`src/pkg/usbgc_pkg.sv`:
```
// Purpose: Constants and types shared by the USB global control register block.
// Assumes: 100 MHz controller clock, 8-bit special-function register space.
// Notes:   Bit positions follow the register layout; all bits reset to zero.
package usbgc_pkg;

  // ---------------------------------------------------------------------------
  // Register map
  // ---------------------------------------------------------------------------
  localparam logic [7:0] USBGC_CTRL_ADDR    = 8'hBC;
  localparam logic [7:0] USBGC_CTRL_RESET   = 8'h00;

  // ---------------------------------------------------------------------------
  // Field positions
  // ---------------------------------------------------------------------------
  localparam int USBGC_BIT_ENABLE   = 7;
  localparam int USBGC_BIT_SUSPEND_CLOCK_GATE  = 6;
  localparam int USBGC_BIT_WAKE     = 5;
  localparam int USBGC_BIT_DETACH   = 4;
  localparam int USBGC_BIT_UPRES    = 3;
  localparam int USBGC_BIT_PERMIT   = 2;
  localparam int USBGC_BIT_CONFIG   = 1;
  localparam int USBGC_BIT_ADDRV    = 0;

  // ---------------------------------------------------------------------------
  // Timing
  // ---------------------------------------------------------------------------
  localparam int USBGC_CLK_MHZ         = 100;
  localparam int USBGC_SUSPEND_MIN_US  = 5000;
  localparam int USBGC_SUSPEND_CYCLES  = USBGC_SUSPEND_MIN_US * USBGC_CLK_MHZ;
  localparam int USBGC_CNT_W           = 20;

  // ---------------------------------------------------------------------------
  // Upstream resume sequencer
  // ---------------------------------------------------------------------------
  typedef enum logic [2:0] {
    USBGC_ST_IDLE = 3'b001,
    USBGC_ST_WAIT = 3'b010,
    USBGC_ST_SEND = 3'b100
  } usbgc_state_t;

endpackage

```
`src/pkg/usbgc_susp_if.sv`:
```
// Purpose: Carries the suspend timer's request and status between modules.
// Assumes: Single clock domain.
// Notes:   The control block clears and runs the timer; the timer reports.
`timescale 1ns/1ns
interface usbgc_susp_if;
  logic run;
  logic long_enough;
  modport ctrl  (output run, input long_enough);
  modport timer (input run, output long_enough);
endinterface

```
`src/rtl/usbgc_ctrl.sv`:
```
// Purpose: USB global control register and its hardware side effects.
// Assumes: Firmware accesses the register over the SFR strobes below.
// Notes:   Bus-side inputs are synchronised; the pull-up output is tri-state.
//
// Contract
// - Enable clear resets controller, stops clocks.
// - Wake bit raises wake request to controller.
// - Resume needs permit, clocks, 5 ms suspend.
// - Detach bit floats pull-up; clear drives high.
// - Resume status set by wake while permitted.
// - Resume status cleared when signalling ends.
// - Configured cleared by reset and bus reset.
// - Address valid cleared by resets; default address.
// - Detach holds pull-up in high impedance.
`timescale 1ns/1ns
module usbgc_ctrl
  import usbgc_pkg::*;
#(
  parameter int SUSPEND_CYCLES = USBGC_SUSPEND_CYCLES
) (
  input  wire logic       clk,             // Controller clock, 100 MHz
  input  wire logic       resetn,          // Synchronous reset, active low
  input  wire logic [7:0] sfr_addr,        // Register address
  input  wire logic       sfr_wr,          // Write strobe
  input  wire logic       sfr_rd,          // Read strobe
  input  wire logic [7:0] sfr_wdata,       // Write data
  output logic      [7:0] sfr_rdata,       // Registered read data
  input  wire logic       bus_reset_in,    // Bus reset detected, from line logic
  input  wire logic       bus_suspend_in,  // Bus is in suspend state
  input  wire logic       resume_done_in,  // Upstream resume signalling finished
  output logic            ctrl_reset_n,    // Controller reset, active low
  output logic            ctrl_clk_en,     // Controller clock enable
  output logic            wake_request,    // Wake request to controller
  output logic            resume_send,     // Transmit upstream resume now
  output logic            use_default_addr,// Respond at function address 0
  output logic            pullup_out,      // Pull-up supply drive value
  output logic            pullup_oe        // Pull-up supply drive enable
);

  // ---------------------------------------------------------------------------
  // Input synchronisers
  // ---------------------------------------------------------------------------
  logic [2:0] sync1_q;
  logic [2:0] sync2_q;

  always_ff @(posedge clk) begin
    if (!resetn) begin
      sync1_q <= 3'h0;
      sync2_q <= 3'h0;
    end else begin
      sync1_q <= {resume_done_in, bus_suspend_in, bus_reset_in};
      sync2_q <= sync1_q;
    end
  end

  logic bus_reset;
  logic bus_suspend;
  logic resume_done;
  assign bus_reset   = sync2_q[0];
  assign bus_suspend = sync2_q[1];
  assign resume_done = sync2_q[2];

  // ---------------------------------------------------------------------------
  // Suspend duration timer
  // ---------------------------------------------------------------------------
  usbgc_susp_if sif ();

  usbgc_susp_timer #(
    .SUSPEND_CYCLES (SUSPEND_CYCLES)
  ) u_timer (
    .clk    (clk),
    .resetn (resetn),
    .sif    (sif)
  );

  // ---------------------------------------------------------------------------
  // Control register
  // ---------------------------------------------------------------------------
  logic [7:0]   reg_q;
  logic [7:0]   reg_d;
  logic [7:0]   rdata_q;
  logic [7:0]   rdata_d;
  usbgc_state_t st_q;
  usbgc_state_t st_d;
  logic         wr_hit;
  logic         clocks_on;

  assign wr_hit    = sfr_wr && (sfr_addr == USBGC_CTRL_ADDR);
  assign clocks_on = reg_q[USBGC_BIT_ENABLE] && !reg_q[USBGC_BIT_SUSPEND_CLOCK_GATE];

  // The timer only runs while the controller can see the bus.
  assign sif.run = bus_suspend && reg_q[USBGC_BIT_ENABLE];

  always_comb begin
    reg_d   = reg_q;
    rdata_d = rdata_q;
    st_d    = st_q;
    if (wr_hit) begin
      // Hardware owns the resume status bit, so its lane is kept.
      reg_d = (sfr_wdata & ~(8'h01 << USBGC_BIT_UPRES))
            | (reg_q & (8'h01 << USBGC_BIT_UPRES));
    end
    case (st_q)
      USBGC_ST_IDLE: begin
        if (reg_q[USBGC_BIT_WAKE] && reg_q[USBGC_BIT_PERMIT]) begin
          reg_d[USBGC_BIT_UPRES] = 1'b1;
          st_d                   = USBGC_ST_WAIT;
        end
      end
      USBGC_ST_WAIT: begin
        // Resume leaves the line only once every condition holds.
        if (reg_q[USBGC_BIT_PERMIT] && clocks_on && sif.long_enough) begin
          st_d = USBGC_ST_SEND;
        end
      end
      USBGC_ST_SEND: begin
        if (resume_done) begin
          reg_d[USBGC_BIT_UPRES] = 1'b0;
        end
        // A wake bit still set after a resume must not start a second one,
        // so the sequencer parks here until firmware drops it.
        if ((resume_done || !reg_q[USBGC_BIT_UPRES]) && !reg_q[USBGC_BIT_WAKE]) begin
          st_d = USBGC_ST_IDLE;
        end
      end
      default: begin
        st_d = USBGC_ST_IDLE;
      end
    endcase
    if (bus_reset) begin
      reg_d[USBGC_BIT_CONFIG] = 1'b0;
      reg_d[USBGC_BIT_ADDRV]  = 1'b0;
    end
    if (!reg_q[USBGC_BIT_ENABLE]) begin
      reg_d[USBGC_BIT_UPRES] = 1'b0;
      st_d                   = USBGC_ST_IDLE;
    end
    if (sfr_rd && sfr_addr == USBGC_CTRL_ADDR) begin
      rdata_d = reg_q;
    end else if (sfr_rd) begin
      rdata_d = 8'h00;
    end
  end

  always_ff @(posedge clk) begin
    if (!resetn) begin
      reg_q   <= USBGC_CTRL_RESET;
      rdata_q <= 8'h00;
      st_q    <= USBGC_ST_IDLE;
    end else begin
      reg_q   <= reg_d;
      rdata_q <= rdata_d;
      st_q    <= st_d;
    end
  end

  // ---------------------------------------------------------------------------
  // Outputs
  // ---------------------------------------------------------------------------
  assign sfr_rdata        = rdata_q;
  assign ctrl_reset_n     = reg_q[USBGC_BIT_ENABLE];
  assign ctrl_clk_en      = clocks_on;
  assign wake_request     = reg_q[USBGC_BIT_WAKE];
  assign resume_send      = (st_q == USBGC_ST_SEND) && !resume_done
                          && reg_q[USBGC_BIT_UPRES];
  assign use_default_addr = !reg_q[USBGC_BIT_ADDRV];
  assign pullup_out       = 1'b1;
  assign pullup_oe        = !reg_q[USBGC_BIT_DETACH];

endmodule // usbgc_ctrl

```
`src/rtl/usbgc_susp_timer.sv`:
```
// Purpose: Measures how long the bus has been suspended.
// Assumes: run is synchronous to clk.
// Notes:   Saturates once the minimum suspend time has elapsed.
`timescale 1ns/1ns
module usbgc_susp_timer
  import usbgc_pkg::*;
#(
  parameter int SUSPEND_CYCLES = USBGC_SUSPEND_CYCLES
) (
  input  wire logic   clk,     // Controller clock
  input  wire logic   resetn,  // Synchronous reset, active low
  usbgc_susp_if.timer sif      // Run request and elapsed flag
);

  logic [USBGC_CNT_W-1:0] cnt_q;
  logic [USBGC_CNT_W-1:0] cnt_d;
  logic                   done_q;
  logic                   done_d;

  always_comb begin
    cnt_d  = cnt_q;
    done_d = done_q;
    if (!sif.run) begin
      cnt_d  = '0;
      done_d = 1'b0;
    end else if (cnt_q >= USBGC_CNT_W'(SUSPEND_CYCLES - 1)) begin
      done_d = 1'b1;
    end else begin
      cnt_d = cnt_q + 1'b1;
    end
  end

  always_ff @(posedge clk) begin
    if (!resetn) begin
      cnt_q  <= '0;
      done_q <= 1'b0;
    end else begin
      cnt_q  <= cnt_d;
      done_q <= done_d;
    end
  end

  assign sif.long_enough = done_q;

endmodule // usbgc_susp_timer

```
`config.mk`:
```
export PLATFORM = sky130hd
export DESIGN_NAME = usbgc_ctrl
export DESIGN_NICKNAME = d
export VERILOG_FILES = /design/src/pkg/usbgc_pkg.sv /design/src/pkg/usbgc_susp_if.sv /design/src/rtl/usbgc_ctrl.sv /design/src/rtl/usbgc_susp_timer.sv
export SDC_FILE = /design/constraint.sdc
export NUM_CORES = 1
export LEC_CHECK = 0
export BUFFER_PORTS_ARGS = -buffer_cell sky130_fd_sc_hd__clkbuf_2
export CAP_MARGIN = 20
export CORE_MARGIN = 3
export CORE_UTILIZATION = 53
export DETAILED_ROUTE_END_ITERATION = 7
export PLACE_DENSITY = 0.76
export SLEW_MARGIN = 20
export SYNTH_ARGS = -nofsm -noshare
export SYNTH_HDL_FRONTEND = slang
export SYNTH_HIERARCHICAL = 1
export SYNTH_SLANG_ARGS = --single-unit
```
`constraint.sdc`:
```
create_clock -name clk -period 4.5 [get_ports clk]
set_input_delay 0.9 -clock clk [delete_from_list [all_inputs] [get_ports clk]]
set_output_delay 0.9 -clock clk [all_outputs]
set_load 0.02 [all_outputs]
```
==> impl_metrics.env, run 1 <==
export IMPL_clock_sinks=46
export IMPL_synth_distinct_cells=56
export IMPL_cts_hold_buffers=0
export IMPL_yosys_area_top_type_share=0.417
export IMPL_ys_ff_latch=46
export IMPL_finalSetupTns_ps=0
export IMPL_viasPerCell=5.40
export IMPL_grt_pass1_vias=1617
export IMPL_portBuffers=35
export IMPL_stdcell_count=328
export IMPL_insertion_delay_ps=300
export IMPL_design_die_area_um2=4970
export IMPL_synth_cells=249
export IMPL_p_leak_uw=0.000933
export IMPL_use_met3=0.0446
export IMPL_gp_congestion=0.816
export IMPL_rsz0062_at_grt="no"
export IMPL_grt_pass1_wl_mm=7.13
export IMPL_dp_cells=320
export IMPL_synth_edff_count=0
export IMPL_syn_avg_cell_area_um2=8.86
export IMPL_drv_slew=0
export IMPL_n_antenna_cell=0
export IMPL_synth_fp_nets=273
export IMPL_setup_violations=0
export IMPL_drv_cap=0
export IMPL_period_share=0.478
export IMPL_antenna_found_initial=0
export IMPL_path_class="reg -> out"
export IMPL_clk_pin_slew_worst_paths_ps=80
export IMPL_mappedNetlistArea_um2=2210
export IMPL_place_hpwl_mm=3.05
export IMPL_track_usage=0.173
export IMPL_finalNetCount=303
export IMPL_grt_max_degree=29
export IMPL_finalHoldViolations=0
export IMPL_die_w_um=70.5
export IMPL_first_pass_iters=4
export IMPL_core_area_um2=3830
export IMPL_finalCriticalPeriod_ps=2150
export IMPL_wl_per_cell_um=12.5
export IMPL_drive_gt1_frac=0.196
export IMPL_die_h_um=70.5
export IMPL_max_freq_ghz=0.465
export IMPL_min_path_type="reg -> reg"
export IMPL_pin_count=38
export IMPL_drt_wl_total_mm=4.09
export IMPL_start_util=0.577
export IMPL_cp_arrival_ps=1250
export IMPL_power_density_nw_per_um2=277
export IMPL_antenna_left=0
export IMPL_netlist_top_cells_area="dfxtp_1 42%, and2_1 5.1%, nand2_1 4.9%"
export IMPL_rows=22
export IMPL_htreeDepth=2
export IMPL_worstPathRequired_ps=3600
export IMPL_grtUsageMet2=0.274
export IMPL_status="completed"
export IMPL_peakVddDrop_mv=0.224
export IMPL_async_reset_ff_frac=0
export IMPL_busiest_layer="met2"
export IMPL_cts_repair_resized=0
export IMPL_synth_area_leader_cell="dfxtp_1"
export IMPL_fin_worst_skew_ps=8.39
export IMPL_root_buffer="clkbuf_8"
export IMPL_initialDrtViolationCount=79
export IMPL_numCtsBuffers=5
export IMPL_grt_use_met1=0.236
export IMPL_worstPathMaxFanout=6
export IMPL_tightest_slew_ps=518
export IMPL_drc=0
export IMPL_cts_setup_buffers=0
export IMPL_cts_tree="yes"
export IMPL_ys_seq_area_frac=0.417
export IMPL_gr_total_overflow=0
export IMPL_relSlewSlack=0.654
export IMPL_clk_path_buf_depth=2
export IMPL_startpoint_type="flop"
export IMPL_num_vias=1772
export IMPL_yosys_warnings=6
export IMPL_cp_end_kind="output port"
export IMPL_synth_main_ff_cell="dfxtp_1"
export IMPL_area_growth_pct=11.3
-- state kept, by name, indices dropped and copies added, names as in the netlist, named ones only --
name,flops
sync2_q,3
u_timer/cnt_q,20
reg_q,7
sync1_q,3
u_timer/sif.long_enough,1
st_q,3
sfr_rdata,8
-- logic make-up (layout without fill, tap and decap cells) --
kind of cell,after synthesis,count (layout),share of synthesized area
DFF,46,46,0.417
other,1,1,0.00170
AOI/OAI and AO/OA,42,42,0.149
xor gates and xnor gates,11,11,0.0437
buffers and inverters,27,58,0.0590
adders and majority gates,1,1,0.00567
and+or+nand+nor,114,114,0.292
muxes,7,7,0.0318
-- metrics by stage --
stage,instance area (um2),setup slack (ps),hold WS (ps),util,total power [uW]
after floorplan,2210,2690,412,-,431
after global placement,2370,2480,415,0.619,441
after detailed placement,2370,2470,423,0.619,442
after CTS,2450,2340,443,0.642,688
after global routing,2450,2230,456,0.642,709
final,2450,2350,441,0.642,679
-- final timing paths --
| path | start | endpoint | slack (ps) | depth (start not counted) |
|---|---|---|---|---|
| hold / removal | sync1_q[2] | sync2_q[2] | 440 | 1 |
| hold reg to reg | sync1_q[2] | sync2_q[2] | 440 | 1 |
| setup reg to reg | u_timer/cnt_q[8] | u_timer/cnt_q[2] | 2470 | 5 |
| setup / recovery | st_q[2] | resume_send | 2350 | 3 |
-- cell usage after synthesis, types with 4 or more instances --
cell type	count
dfxtp_1	46
nand2_1	29
and2_1	18
nor2_1	17
inv_1	15
a21oi_1	10
mux2i_1	7
nand3_1	7
o32ai_1	7
and3_1	6
nand4_1	6
xor2_1	6
nor3_1	5
xnor2_1	5
buf_2	4
nor4_1	4
-- metal layers --
| layer | vias up | part of all wire |
|---|---|---|
| met5 | - | 0 |
| met4 | 0 | 0.0093 |
| met3 | 5 | 0.042 |
| met2 | 32 | 0.45 |
| met1 | 805 | 0.50 |
| li1 | 930 | - |
-- worst max-delay path, stage by stage, from the launching register on --
cell and delay [ps]:
dfxtp_1 420, nor3b_2 230, and2_1 150, clkbuf_2 160
-- placed cells by master (no fill, tap or decap), types with 6 or more instances in the layout --
master,instances
a21oi_1,10
mux2i_1,7
clkbuf_2,35
and2_1,18
nand4_1,6
inv_1,15
xor2_1,6
o32ai_1,7
nand3_1,7
and3_1,6
dfxtp_1,46
nand2_1,29
nor2_1,17
-- final cells by class --
class                      count  area, um2
clock buffer                   5       68.8
clock inverter                 3       18.8
fill                         343       1370
inverter                      15       56.3
multi-input combinational    176       1150
sequential                    46        921
tap                           48       60.1
timing repair buffer          35        175
-- where the power goes --
part	total [uW]	internal (uW)	switching, uW
sequential	410	409	0.666
clock	247	109	138
combinational	22.2	10.6	11.6
Power figures use the tool's default switching activity.
==> inputs of run 2 (changes only) <==
==> constraint.sdc (replaced) <==
create_clock -name clk -period 2.2 [get_ports clk]
set_input_delay 0.44 -clock clk [delete_from_list [all_inputs] [get_ports clk]]
set_output_delay 0.44 -clock clk [all_outputs]
set_load 0.02 [all_outputs]
==> run 2 against run 1 <==
- global-route usage increased by 0.31 points
- via count is 1.0% higher
- count of clock-buffer cells in the layout increased by 2
- critical path depth rose by 3
==> impl_metrics.env, run 2 (synthesis results as in run 1) <==
export IMPL_p_leak_uw=0.000951
export IMPL_first_pass_iters=4
export IMPL_regMostFlops="u_timer/cnt_q"
export IMPL_largest_register_ffs=20
export IMPL_finalCriticalPeriod_ps=1950
export IMPL_path_class="reg -> reg"
export IMPL_cts_setup_buffers=0
export IMPL_path_delay_family="simple AND/OR/NAND/NOR gates"
export IMPL_worstPathRequired_ps=2370
export IMPL_gp_congestion=0.816
export IMPL_grt_pass1_wl_mm=7.18
export IMPL_die_h_um=70.5
export IMPL_drv_cap=0
export IMPL_clk_pin_slew_worst_paths_ps=80
export IMPL_cts_hold_buffers=0
export IMPL_critPathSlowestCell="or4_4"
export IMPL_finalNetCount=307
export IMPL_design_die_area_um2=4970
export IMPL_grt_max_degree=19
export IMPL_relSlewSlack=0.656
export IMPL_worstPathMaxFanout=7
export IMPL_area_growth_pct=12.8
export IMPL_core_area_um2=3830
export IMPL_track_usage=0.176
export IMPL_cpPeakStageDelay_ps=550
export IMPL_startpoint_type="flop"
export IMPL_n_antenna_cell=0
export IMPL_clk_path_buf_depth=2
export IMPL_numCtsBuffers=5
export IMPL_finalHoldViolations=0
export IMPL_antenna_left=0
export IMPL_fillers=314
export IMPL_die_w_um=70.5
export IMPL_drc=0
export IMPL_htreeDepth=2
export IMPL_grt_pass1_vias=1623
export IMPL_tightest_slew_ps=514
export IMPL_min_from="resume_done_in"
export IMPL_cp_arrival_ps=2120
export IMPL_fin_ws_ps=246
export IMPL_start_util=0.577
export IMPL_drv_slew=0
export IMPL_antenna_found_initial=0
export IMPL_setup_worst_path_start="u_timer/cnt_q[8]"
export IMPL_portBuffers=35
export IMPL_rsz0062_at_grt="no"
export IMPL_viasPerCell=5.39
export IMPL_worstPathCellList="or4_4, and3_4, a211oi_4, buf_4, a21o_2, a21oi_1"
export IMPL_max_freq_ghz=0.512
export IMPL_root_buffer="clkbuf_8"
export IMPL_fin_util=0.650
export IMPL_status="completed"
export IMPL_fin_worst_skew_ps=1.35
export IMPL_power_density_nw_per_um2=562
export IMPL_dp_cells=324
export IMPL_place_ws_ps=273
export IMPL_whs_ps=350
export IMPL_finalSetupTns_ps=0
export IMPL_wl_per_cell_um=12.6
export IMPL_cts_repair_resized=0
export IMPL_final_common_cell="dfxtp_1"
export IMPL_r2r_start="u_timer/cnt_q[8]"
export IMPL_clock_sinks=46
export IMPL_setup_violations=0
export IMPL_drive_gt1_frac=0.204
export IMPL_final_cell_mix="46 x dfxtp_1, 35 x clkbuf_2, 29 x nand2_1, 18 x and2_1, 17 x nor2_1"
export IMPL_initialDrtViolationCount=87
export IMPL_critical_path_buf_inv_count=1
export IMPL_period_share=0.888
export IMPL_min_path_type="in -> reg"
export IMPL_gr_total_overflow=0
export IMPL_drt_wl_total_mm=4.17
export IMPL_rows=22
export IMPL_num_vias=1790
export IMPL_insertion_delay_ps=290
export IMPL_place_hpwl_mm=3.12
export IMPL_cts_tree="yes"
export IMPL_stdcell_count=332
export IMPL_pin_count=38
export IMPL_peakVddDrop_mv=0.350
export IMPL_cp_end_kind="flop"
[run 2: cell types whose count changed in the layout (fill, tap and decap cells not counted), sizes merged]
cell	delta
buf	+4
clkbuf	+2
clkinv	-1
inv	-1
[run 2: path summary, 6_finish.rpt]
check | endpoint | slack, ps | cells past startpoint
min reg2reg | sync2_q[2] | 440 | 1
max | u_timer/cnt_q[3] | 250 | 6
min | sync1_q[2] | 350 | 2
max reg2reg | u_timer/cnt_q[3] | 250 | 6
[run 2: power by group]
part	total (uW)	switching (uW)	internal, uW
clock network	515	262	253
logic	46.3	23.4	22.8
registers	838	1.26	837
[run 2: per-layer routing]
| layer | track usage | part of all wire | vias up |
|---|---|---|---|
| met4 | 0.0638 | 0.012 | 0 |
| li1 | - | - | 932 |
| met3 | 0.0374 | 0.032 | 5 |
| met1 | 0.229 | 0.48 | 831 |
| met2 | 0.289 | 0.47 | 22 |
| met5 | 0 | 0 | - |
[run 2: layout make-up]
class / instances / area, um2 / share of cell area
clock buffer: 7 / 86.3 / 0.0347
clock inverter: 1 / 5.00 / 0.00201
inverter: 15 / 56.3 / 0.0226
multi-input combinational: 176 / 1150 / 0.464
sequential: 46 / 921 / 0.370
tap: 48 / 60.1 / 0.0241
timing repair buffer: 39 / 205 / 0.0825
[run 2: worst register-to-register path, delay by kind of cell, from the launching register on]
kind	cells	cell delay (ps)
buffers and inverters	1	210
AOI/OAI and AO/OA	3	510
and+or+nand+nor	2	760
DFF	1	360
[run 2: per-stage QoR]
step                cell area, um2  total power (uW)
detailed placement            2400               905
floorplan                     2210               882
global route                  2490              1460
CTS                           2490              1420
global placement              2400               904
finish                        2490              1400
